## src/fcd_pkg.sv

```systemverilog
// Package of field positions, opcodes, formats and operation codes for the FP field decoder.
// Operation
// - Register-select values 0 to 15 are interface operations, never a data format.
// - Format 16 or three-bit 0 means 32-bit single floating point.
// - Format 17 or three-bit 1 means 64-bit double floating point.
// - Format 20 or three-bit 4 means 32-bit fixed-point word.
// - Format 21 or three-bit 5 means 64-bit fixed-point long.
// - Format 22 or three-bit 6 means paired single, two packed 32-bit values.
// - Formats 18, 19, 23 and 24 to 31 are reserved.
// - Long format is legal only while 64-bit FP operations are enabled.
// - Paired single is legal only while 64-bit FP operations are enabled.
// - Conditional move on flag uses bit 16: 0 move-if-false, 1 move-if-true.
// - Select 0,2,3,4,6,7 are the word, control and high-half moves; 1,5 reserved.
// - Single/double functions 0 to 7: add, sub, mul, div, sqrt, abs, mov, neg.
// - Functions 8-11 round/trunc/ceil/floor to 64-bit, 12-15 to 32-bit integer.
// - Single/double functions 48 to 63 are the sixteen compare conditions.
// - Word/long accept only functions 32, 33 and 38; all others reserved.
// - Paired single functions 40, 44-47: convert lower and the four pair merges.
// - 64-bit-only encodings trap reserved when disabled, unusable when inaccessible.
// - Encodings for absent optional modules raise a reserved-instruction exception.
package fcd_pkg;
  localparam int          OPC_HI      = 31;
  localparam int          OPC_LO      = 26;
  localparam int          SEL_HI      = 25;
  localparam int          SEL_LO      = 21;
  localparam int          FN_HI       = 5;
  localparam int          FN_LO       = 0;
  localparam int          CMOV_BIT    = 16;
  localparam logic [5:0]  OPC_FP      = 6'h11;
  localparam logic [5:0]  OPC_CP2     = 6'h12;
  localparam logic [5:0]  OPC_FPX     = 6'h13;
  localparam logic [31:0] NOP_WORD    = 32'h0000_0000;
  localparam logic [4:0]  SEL_FMT_MIN = 5'h10;
  localparam logic [4:0]  SEL_BRANCH  = 5'h08;
  localparam logic [5:0]  FN_CMOV     = 6'h11;
  localparam logic [5:0]  FN_CMP_MIN  = 6'h30;
  localparam logic [5:0]  FN_CVT_S    = 6'h20;
  localparam logic [5:0]  FN_CVT_D    = 6'h21;
  localparam logic [5:0]  FN_CVT_PAIR = 6'h26;
  localparam logic [5:0]  FN_CVT_SL   = 6'h28;
  localparam logic [5:0]  FN_MERGE_LO = 6'h2C;
  localparam logic [5:0]  FN_PREFETCH = 6'h0F;

  typedef enum logic [2:0] {
    FCD_FMT_S  = 3'h0,
    FCD_FMT_D  = 3'h1,
    FCD_FMT_R2 = 3'h2,
    FCD_FMT_R3 = 3'h3,
    FCD_FMT_W  = 3'h4,
    FCD_FMT_L  = 3'h5,
    FCD_FMT_PR = 3'h6,
    FCD_FMT_R7 = 3'h7
  } fcd_fmt_e;

  typedef enum logic [3:0] {
    FCD_CLS_NONE   = 4'h0,
    FCD_CLS_MOVE   = 4'h1,
    FCD_CLS_BRANCH = 4'h2,
    FCD_CLS_ARITH  = 4'h3,
    FCD_CLS_CVT    = 4'h4,
    FCD_CLS_CMP    = 4'h5,
    FCD_CLS_CMOV   = 4'h6,
    FCD_CLS_LOAD   = 4'h7,
    FCD_CLS_STORE  = 4'h8,
    FCD_CLS_PREF   = 4'h9,
    FCD_CLS_MADD   = 4'hA,
    FCD_CLS_CP2OP  = 4'hB,
    FCD_CLS_OTHER  = 4'hC
  } fcd_cls_e;

  // Operation codes inside a class.
  localparam logic [5:0] OP_MFW      = 6'h00;
  localparam logic [5:0] OP_MFC      = 6'h02;
  localparam logic [5:0] OP_MFH      = 6'h03;
  localparam logic [5:0] OP_MTW      = 6'h04;
  localparam logic [5:0] OP_MTC      = 6'h06;
  localparam logic [5:0] OP_MTH      = 6'h07;
  localparam logic [5:0] OP_MOVF     = 6'h00;
  localparam logic [5:0] OP_MOVT     = 6'h01;
endpackage

```

## src/fcd_decoder.sv

```systemverilog
// Floating-point, extended floating-point and second-coprocessor field decoder.
`timescale 1ns/1ns
module fcd_decoder (
  input  wire logic         sys_clk,
  input  wire logic         rst_b,
  input  wire logic [31:0]  instr_word,
  input  wire logic         instr_valid,
  input  wire logic         fp64_en,
  input  wire logic         fp_usable,
  input  wire logic         cp2_usable,
  input  wire logic         cp2_present,
  output logic              dec_valid_q,
  output fcd_pkg::fcd_cls_e dec_class_q,
  output logic [5:0]        dec_op_q,
  output fcd_pkg::fcd_fmt_e dec_fmt_q,
  output logic              dec_flag_sel_q,
  output logic              reserved_instr_q,
  output logic              cop_unusable_q
);
  logic [31:0]       word_q;
  logic              wvalid_q;
  logic [5:0]        opc;
  logic [4:0]        sel;
  logic [5:0]        fn;
  logic [2:0]        fn_row;
  logic [2:0]        fn_col;
  fcd_pkg::fcd_fmt_e sel_fmt;
  logic              sel_fmt_res;
  fcd_pkg::fcd_fmt_e x_fmt;
  logic              x_fmt_res;
  fcd_pkg::fcd_cls_e cls_d;
  logic [5:0]        op_d;
  fcd_pkg::fcd_fmt_e fmt_d;
  logic              flag_sel_d;
  logic              res_d;
  logic              unus_d;
  logic              valid_d;

  assign opc    = word_q[fcd_pkg::OPC_HI:fcd_pkg::OPC_LO];
  assign sel    = word_q[fcd_pkg::SEL_HI:fcd_pkg::SEL_LO];
  assign fn     = word_q[fcd_pkg::FN_HI:fcd_pkg::FN_LO];
  assign fn_row = fn[5:3];
  assign fn_col = fn[2:0];

  // The word is held in a register so the decode has a full cycle before the outputs latch.
  always_ff @(posedge sys_clk) begin
    if (!rst_b) begin
      word_q   <= fcd_pkg::NOP_WORD;
      wvalid_q <= 1'b0;
    end else begin
      word_q   <= instr_word;
      wvalid_q <= instr_valid;
    end
  end

  fcd_fmt_map u_sel_fmt (
    .code         (sel),
    .is_three_bit (1'b0),
    .fp64_en      (fp64_en),
    .fmt          (sel_fmt),
    .fmt_reserved (sel_fmt_res),
    .fmt_needs64  ()
  );

  fcd_fmt_map u_x_fmt (
    .code         ({2'b00, fn_col}),
    .is_three_bit (1'b1),
    .fp64_en      (fp64_en),
    .fmt          (x_fmt),
    .fmt_reserved (x_fmt_res),
    .fmt_needs64  ()
  );

  always_comb begin
    cls_d   = fcd_pkg::FCD_CLS_NONE;
    op_d    = 6'h00;
    fmt_d   = fcd_pkg::FCD_FMT_S;
    flag_sel_d = 1'b0;
    res_d   = 1'b0;
    unus_d  = 1'b0;
    valid_d = 1'b0;
    if (opc == fcd_pkg::OPC_FP) begin
      valid_d = wvalid_q;
      unus_d  = !fp_usable;
      if (sel < fcd_pkg::SEL_FMT_MIN) begin
        op_d = {1'b0, sel};
        case (sel)
          5'h00, 5'h02, 5'h03, 5'h04, 5'h06, 5'h07: cls_d = fcd_pkg::FCD_CLS_MOVE;
          fcd_pkg::SEL_BRANCH: cls_d = fcd_pkg::FCD_CLS_BRANCH;
          default: res_d = 1'b1;
        endcase
      end else begin
        fmt_d = sel_fmt;
        op_d  = fn;
        res_d = sel_fmt_res;
        case (sel_fmt)
          fcd_pkg::FCD_FMT_S, fcd_pkg::FCD_FMT_D: begin
            if (fn_row == 3'h0 || fn_row == 3'h1) begin
              cls_d = fcd_pkg::FCD_CLS_ARITH;
              // The 64-bit integer conversions exist only with 64-bit FP enabled.
              if (fn_row == 3'h1 && !fn_col[2] && !fp64_en) begin
                res_d = 1'b1;
              end
            end else if (fn_row[2:1] == 2'b11) begin
              cls_d = fcd_pkg::FCD_CLS_CMP;
            end else if (fn == fcd_pkg::FN_CMOV) begin
              cls_d      = fcd_pkg::FCD_CLS_CMOV;
              flag_sel_d = word_q[fcd_pkg::CMOV_BIT];
              op_d       = word_q[fcd_pkg::CMOV_BIT] ? fcd_pkg::OP_MOVT : fcd_pkg::OP_MOVF;
            end else begin
              cls_d = fcd_pkg::FCD_CLS_OTHER;
              res_d = 1'b1;
            end
          end
          fcd_pkg::FCD_FMT_W, fcd_pkg::FCD_FMT_L: begin
            if (fn == fcd_pkg::FN_CVT_S || fn == fcd_pkg::FN_CVT_D
                || fn == fcd_pkg::FN_CVT_PAIR) begin
              cls_d = fcd_pkg::FCD_CLS_CVT;
            end else begin
              res_d = 1'b1;
            end
          end
          fcd_pkg::FCD_FMT_PR: begin
            if (fn == fcd_pkg::FN_CVT_SL || fn[5:2] == fcd_pkg::FN_MERGE_LO[5:2]) begin
              cls_d = fcd_pkg::FCD_CLS_CVT;
            end else if (fn_row[2:1] == 2'b11) begin
              cls_d = fcd_pkg::FCD_CLS_CMP;
            end else if (fn == fcd_pkg::FN_CMOV) begin
              cls_d      = fcd_pkg::FCD_CLS_CMOV;
              flag_sel_d = word_q[fcd_pkg::CMOV_BIT];
              op_d       = word_q[fcd_pkg::CMOV_BIT] ? fcd_pkg::OP_MOVT : fcd_pkg::OP_MOVF;
            end else if (fn_row == 3'h0 && fn_col != 3'h3 && fn_col != 3'h4) begin
              cls_d = fcd_pkg::FCD_CLS_ARITH;
            end else begin
              res_d = 1'b1;
            end
          end
          default: res_d = 1'b1;
        endcase
      end
    end else if (opc == fcd_pkg::OPC_FPX) begin
      valid_d = wvalid_q;
      unus_d  = !fp_usable;
      op_d    = fn;
      case (fn)
        6'h00, 6'h01: cls_d = fcd_pkg::FCD_CLS_LOAD;
        6'h05: begin
          cls_d = fcd_pkg::FCD_CLS_LOAD;
          res_d = !fp64_en;
        end
        6'h08, 6'h09: cls_d = fcd_pkg::FCD_CLS_STORE;
        6'h0D: begin
          cls_d = fcd_pkg::FCD_CLS_STORE;
          res_d = !fp64_en;
        end
        fcd_pkg::FN_PREFETCH: cls_d = fcd_pkg::FCD_CLS_PREF;
        default: begin
          if (fn_row[2]) begin
            cls_d = fcd_pkg::FCD_CLS_MADD;
            fmt_d = x_fmt;
            res_d = x_fmt_res || (x_fmt != fcd_pkg::FCD_FMT_S
                    && x_fmt != fcd_pkg::FCD_FMT_D && x_fmt != fcd_pkg::FCD_FMT_PR);
          end else begin
            res_d = 1'b1;
          end
        end
      endcase
    end else if (opc == fcd_pkg::OPC_CP2) begin
      valid_d = wvalid_q;
      unus_d  = !cp2_usable;
      op_d    = {1'b0, sel};
      // An absent second coprocessor makes every encoding here reserved.
      res_d   = !cp2_present;
      if (sel[4]) begin
        cls_d = fcd_pkg::FCD_CLS_CP2OP;
      end else begin
        case (sel)
          5'h00, 5'h02, 5'h03, 5'h04, 5'h06, 5'h07: cls_d = fcd_pkg::FCD_CLS_MOVE;
          fcd_pkg::SEL_BRANCH: cls_d = fcd_pkg::FCD_CLS_BRANCH;
          default: res_d = 1'b1;
        endcase
      end
    end
    // Unusable takes priority over reserved, matching coprocessor access checks.
    if (unus_d) begin
      res_d = 1'b0;
    end
    if (!valid_d) begin
      res_d  = 1'b0;
      unus_d = 1'b0;
    end
  end

  always_ff @(posedge sys_clk) begin
    if (!rst_b) begin
      dec_valid_q      <= 1'b0;
      dec_class_q      <= fcd_pkg::FCD_CLS_NONE;
      dec_op_q         <= 6'h00;
      dec_fmt_q        <= fcd_pkg::FCD_FMT_S;
      dec_flag_sel_q   <= 1'b0;
      reserved_instr_q <= 1'b0;
      cop_unusable_q   <= 1'b0;
    end else begin
      dec_valid_q      <= valid_d;
      dec_class_q      <= cls_d;
      dec_op_q         <= op_d;
      dec_fmt_q        <= fmt_d;
      dec_flag_sel_q   <= flag_sel_d;
      reserved_instr_q <= res_d;
      cop_unusable_q   <= unus_d;
    end
  end
endmodule

```

## src/fcd_fmt_map.sv

```systemverilog
// Format-code mapper shared by the register-select and three-bit format fields.
`timescale 1ns/1ns
module fcd_fmt_map (
  input  wire logic [4:0]     code,
  input  wire logic           is_three_bit,
  input  wire logic           fp64_en,
  output fcd_pkg::fcd_fmt_e   fmt,
  output logic                fmt_reserved,
  output logic                fmt_needs64
);
  logic [2:0] low;

  always_comb begin
    low          = code[2:0];
    fmt          = fcd_pkg::fcd_fmt_e'(low);
    fmt_needs64  = 1'b0;
    fmt_reserved = 1'b0;
    // Five-bit codes 24 to 31 have no three-bit twin and are reserved.
    if (!is_three_bit && code[3]) begin
      fmt_reserved = 1'b1;
    end
    case (low)
      3'h0: fmt_reserved = fmt_reserved;
      3'h1: fmt_reserved = fmt_reserved;
      3'h4: fmt_reserved = fmt_reserved;
      3'h5: fmt_needs64  = 1'b1;
      3'h6: fmt_needs64  = 1'b1;
      default: fmt_reserved = 1'b1;
    endcase
    if (fmt_needs64 && !fp64_en) begin
      fmt_reserved = 1'b1;
    end
  end
endmodule

```

## config.mk

```make
export PLATFORM = sky130hd
export DESIGN_NAME = fcd_decoder
export DESIGN_NICKNAME = d
export VERILOG_FILES = /design/src/fcd_pkg.sv /design/src/fcd_decoder.sv /design/src/fcd_fmt_map.sv
export SDC_FILE = /design/constraint.sdc
export NUM_CORES = 1
export LEC_CHECK = 0
export ABC_CLOCK_PERIOD_IN_PS = 1900
export BUFFER_PORTS_ARGS = -buffer_cell sky130_fd_sc_hd__buf_2
export CAP_MARGIN = 25
export CORE_MARGIN = 2
export CORE_UTILIZATION = 30
export DETAILED_ROUTE_END_ITERATION = 10
export GPL_TIMING_DRIVEN = 0
export PLACE_DENSITY = 0.65
export SKIP_CTS_REPAIR_TIMING = 1
export SLEW_MARGIN = 15
export SYNTH_ARGS = -nofsm -noshare
export SYNTH_HDL_FRONTEND = slang
export SYNTH_SLANG_ARGS = --single-unit
export TNS_END_PERCENT = 20
```

## constraint.sdc

```tcl
create_clock -name sys_clk -period 1.9 [get_ports sys_clk]
set_clock_uncertainty 0.1 [all_clocks]
set_input_delay 0.095 -clock sys_clk [delete_from_list [all_inputs] [get_ports sys_clk]]
set_output_delay 0.095 -clock sys_clk [all_outputs]
set_load 0.01 [all_outputs]
```

---- After elaboration in Yosys (flattened, before gate mapping) ----
Index checks and enable logic that the tools add are counted.
operators by class
  magnitude comparators ................... 1
  equal/unequal tests ..................... 35
  multiplexer cells ....................... 69
  bitwise logic cells ..................... 3
  reduce and logical (&&, ||, !) cells .... 40
operators by type and width
  operator                                       number
  two-way mux 6 bit                              7
  two-way mux 4 bit                              9
  two-way mux 1 bit                              35
  two-way mux 3 bit                              9
  == test 6 x 4 -> 1 bit, second input constant  4
  == test 6 x 5 -> 1 bit, second input constant  4
  == test 6 bit, second input constant           4
  case mux 4 bit (3 select lines)                2
  == test 3 bit, second input constant           6
  == test 5 x 3 -> 1 bit, second input constant  3
  OR reduction 5 bit                             3
  OR reduction 7 bit                             2
  case mux 6 bit (2 select lines)                1
  OR reduction 3 bit                             4
  == test 5 x 2 -> 1 bit, second input constant  2
  OR reduction 2 bit                             5
  == test 3 x 1 -> 1 bit, second input constant  3
  zero test 3 bit                                3
  logical AND 1 bit                              8
  == test 6 x 1 -> 1 bit, second input constant  1
  == test 6 x 3 -> 1 bit, second input constant  1
  zero test 6 bit                                1
  != test 3 bit, second input constant           2
  OR reduction 6 bit                             1
  17 further kinds                               28
word-level totals
  register bits after elaboration ......... 50
  bits of input ports ..................... 39

---- Longest topological paths before layout ----
  depth after elaboration ................. 12
  gate-level depth with buffers ........... 6
  gate-level depth less buffers ........... 5

---- Hierarchy ----
From an unflattened synthesis, not the netlist that was laid out.
unflattened totals
  cell total of the unflattened synthesis .. 222
  area, all modules ....................... 1889.3 um2
by module, submodules not included
  module       times used  cells each  area each (um2)
  fcd_decoder  1           202         1746.7
  fcd_fmt_map  2           10          71.3

---- Worst setup path before layout ----
No wires, ideal clock.
  path kind ............................... reg2reg
  start point ............................. reg word_q[2]
  end point ............................... reg reserved_instr_q
  setup time .............................. 0.124 ns
  arrival ................................. 1.589 ns
  data required time ...................... 1.676 ns
  slack ................................... 0.087 ns
  stages on the path, launching flop included .. 6
  cells stage by stage .................... dfxtp_1 or4b_4 a21o_1 o31a_1 o41ai_2 a21oi_1
between the ends
  cells in the longest elaborated chain, start to end .. 10
  elaborated cells on any way between the ends .. 57
  classes of those cells .................. eq/ne (20); mux (18); reduce/logical (19)
RTL lines
  element                                                                                    RTL line                                source
  from (decl)                                                                                fcd_decoder.sv:20                       logic [31:0] word_q;
  from (signal assigned)                                                                     fcd_decoder.sv:48                       word_q <= fcd_pkg::NOP_WORD;
  from (signal assigned)                                                                     fcd_decoder.sv:51                       word_q <= instr_word;
  != test 3 x 2 -> 1 bit / == test 3 bit (equally long branches)                             fcd_decoder.sv:132, fcd_fmt_map.sv:22
  logical AND 1 bit / OR reduction 2 bit (equally long branches)                             --
  logical AND 1 bit / two-way mux 1 bit (equally long branches)                              fcd_decoder.sv:132, fcd_fmt_map.sv:22
  two-way mux 1 bit / logical AND 1 bit (equally long branches)                              fcd_decoder.sv:132, fcd_fmt_map.sv:30
  two-way mux 1 bit, on equally long branches                                                fcd_decoder.sv:128, fcd_fmt_map.sv:30
  two-way mux 1 bit / logical OR 1 bit (equally long branches)                               fcd_decoder.sv:126, fcd_decoder.sv:161
  two-way mux 1 bit, on equally long branches                                                fcd_decoder.sv:124, fcd_decoder.sv:158
  case mux 1 bit (3 select lines) / case mux 1 bit (2 select lines) (equally long branches)  fcd_decoder.sv:96, fcd_decoder.sv:145
  two-way mux 1 bit, on equally long branches                                                fcd_decoder.sv:85, fcd_decoder.sv:141
  two-way mux 1 bit (*)                                                                      fcd_decoder.sv:82                       if (opc == fcd_pkg::OPC_FP) begin
  to (signal assigned)                                                                       fcd_decoder.sv:209                      reserved_instr_q <= res_d;
  to (decl)                                                                                  fcd_decoder.sv:17                       output logic reserved_instr_q,
Every way passes the cells marked *; elsewhere a longest branch is shown, timed or not.
A chain may end at the register's enable or synchronous reset.

---- Final worst setup path ----
Same ends and word-level chain as after synthesis.

==> impl_results.md <==
* H-tree depth at 2
* Core Footprint at approximately 5600 µm²
* Net count after synthesis at around 250
* Crit path max fanout at 6
* Core Rows at 27
* Tightest slew margin relative to the limit at 61.07%
* Starting Density at 31.57%
* Worst-skew pair later-pin latency at roughly 0.29 ns
* Critical Path AT at approximately 2.1 ns
* Multi-input gate area in the final layout at about 960 µm²
* DP Wirelength at between 3000 and 4000 µm
* Leakage at around 0.98 nW
* Diode count at 0
* Slowest CP cell: or4b_4
* Clk sinks at 36
* Initial antenna violation count at 0
* Worst slew pin tran at roughly 0.58 ns
* EDFF count, synth at 0
* Status: complete, but fails checks
* Mean Syn Cell Area at 8.351 µm²
* Placed Area at between 2000 and 2500 µm²
* Crit-path cells: or4b_4 > a21o_1 > o31a_1 > o41ai_2 > a21oi_1
* Pwr Total at approximately 1.6 mW
* Final nets at between 300 and 400
* DP Cell Count at 325
* Crit path time final at a little over 2 ns
* Final Cycle Share at 109.1%
* Final Setup Violations at 2
* Sequential cell area at around 720 µm²
* GRT Residual Overflow at 0
* #FFs+latches synth at 36
* Total track usage at between 10% and 20%
* RSZ-0062 raised after global routing: yes
* Drt drc at 0
* Drt via density at 5.293
* CP startpoint kind: register
* Max Cap Viol at 0
* Worst EP required at ~2.0 ns
* Unique masters post-synth at 43
* Clk slew on worst S/H paths at 0.07 ns
* Worst Setup End Kind: register
* Failing checks: negative setup slack
* Io pins at 56
* Die Span X at 80.82 µm
* Layout cells sized above 1 at between 20 and 25%
* Asr flop ratio synth at 0%
* Fillers at between 500 and 600
* Dominant cell type by area after synthesis: dfxtp_1
* Yosys Warn Count at 0
* I/O Buffers at between 40 and 50
* Global-route wire length before repair at roughly 7700 µm
* P&R area growth vs syn at 34.06%
* DR vias at around 1900
* Inserted Clock Buffers at 5
* CTS tree: yes
* Hold violation count in the final report at 0
* Top cells by area, synth: dfxtp_1, and2_1, nor2_1
* Highest Clock Rate at 0.4825 GHz
* PwrDens at between 600 and 700 nW/µm²
* Worst setup margin at -0.1726 ns
* Post-route core utilization at 42.32%
* Die ar. at about 6500 µm²
* Post-route insts no fill at 351
* Clock buffer depth at 2
* Synth Instances at 212
* Seq/Total Area, Yosys at 40.71%
* CP Class: register to register
* RePlAce Congestion at approximately 0.94
* Detail Route Antenna Nets at 0
* Per-cell routed wire length at between 10 and 15 µm
* Clock Tree Root: clkbuf_8
* Iteration-0 DRC Markers at between 200 and 250
* Worst VDD drop at 0.3326 mV
* Pin count of the biggest net entering global routing at 11
* Total routed wirelength at between 5000 and 6000 µm
* Mapped Area at 1770 µm²
* Top cell type's share of synthesized area at between 40% and 50%
* CP max stage delay at 0.58 ns
* Non-Filler Cell Area, Final at 2374 µm²
* Die Ht at 80.82 µm
* DRT Pass-1 Iters at 5
* Slew Viols, Final at 0
* Worst hold path type: input port to register
* Post-synth top flop: dfxtp_1
* Vias in the first global route at around 1600
## cells in the final DEF (no fill, tap or decap), types with 4 or more instances in the layout
cell,count
buf_2,41
dfxtp_1,35
and2_1,19
dlygate4sd3_1,19
nor2_1,18
o21ai_0,13
a21oi_1,12
clkbuf_1,11
inv_1,10
nor3_1,8
nand2_1,8
clkbuf_8,7
nor2b_1,6
a21o_1,5
a22oi_1,5
nand3_1,4
nand4_1,4
nand2b_1,4
## final cells by class
type | count | area share (%)
clock buffers | 7 | 4.059
multi-input cells | 150 | 40.54
flip-flops and latches | 36 | 30.42
well taps | 72 | 3.795
inverters | 10 | 1.581
repair buffers | 61 | 16.97
plain buffers | 15 | 2.636
## critical path, delay by kind of cell (launching register included)
family / cells / cell delay, ns
AOI/OAI and AO/OA: 4 / 0.93
and+or+nand+nor: 1 / 0.58
DFF: 1 / 0.35
## per-stage QoR
step / TNS (ns) / hold slack, ns / setup slack, ns
global placement: -0.8040 / 0.2002 / -0.2017
global route: -0.5211 / 0.02569 / -0.1912
finish: -0.2012 / 0.01415 / -0.1726
detailed placement: -0.4839 / 0.2031 / -0.1437
CTS: -0.6462 / -0.09780 / -0.1597
floorplan: 0 / 0.1223 / 0.08719
## metal layers
metal  track usage (%)  part of all wire, %  vias up
met5                 0                    0        -
li1                  -                    -      892
met3             5.000                   12       13
met1             20.10                   41      813
met4             6.610                  2.5        0
met2             23.39                   44      140
## worst paths after layout
check | start | endpoint | slack (ns) | depth (start not counted)
setup / recovery | word_q[2] | reserved_instr_q | -0.17 | 5
hold / removal | rst_b | dec_flag_sel_q | 0.01 | 3
setup reg to reg | word_q[2] | reserved_instr_q | -0.17 | 5
hold reg to reg | word_q[16] | dec_flag_sel_q | 0.37 | 2
## report_power, final
group	switching (mW)	internal (mW)	leakage (nW)	total (mW)
Combinational	0.137	0.116	0.632	0.254
Sequential	0.0177	0.778	0.296	0.796
Clock	0.255	0.323	0.0503	0.577
## cell usage after synthesis, drive strengths merged, types with 2 or more instances
cell type	number
nand4	4
nor2b	6
a211oi	3
a21o	5
o21ai	13
a21oi	12
nand2b	4
nor4	2
clkbuf	15
nor3	8
o31a	2
and3	2
o22ai	3
o21a	3
a311oi	3
dfxtp	36
or4b	2
nor4b	3
nand2	8
and3b	2
a2bb2oi	2
inv	10
a31oi	2
mux2	2
nor2	19
nand3	4
and2	19
a22oi	5
## registers in the layout, indices dropped and copies added (netlist names)
name and flops:
word_q 18, dec_op_q 6, dec_class_q 4, dec_fmt_q 3, cop_unusable_q 1, dec_flag_sel_q 1, dec_valid_q 1, reserved_instr_q 1
wvalid_q 1
## logic make-up (layout without fill, tap and decap cells)
| logic type | after synthesis | count (layout) | synth area share (%) |
|---|---|---|---|
| flops | 36 | 36 | 40.71 |
| simple gates | 86 | 86 | 28.06 |
| mux | 2 | 2 | 1.272 |
| buf+inv | 26 | 93 | 5.725 |
| compound gates | 62 | 62 | 24.24 |
Power figures use the tool's default switching activity.
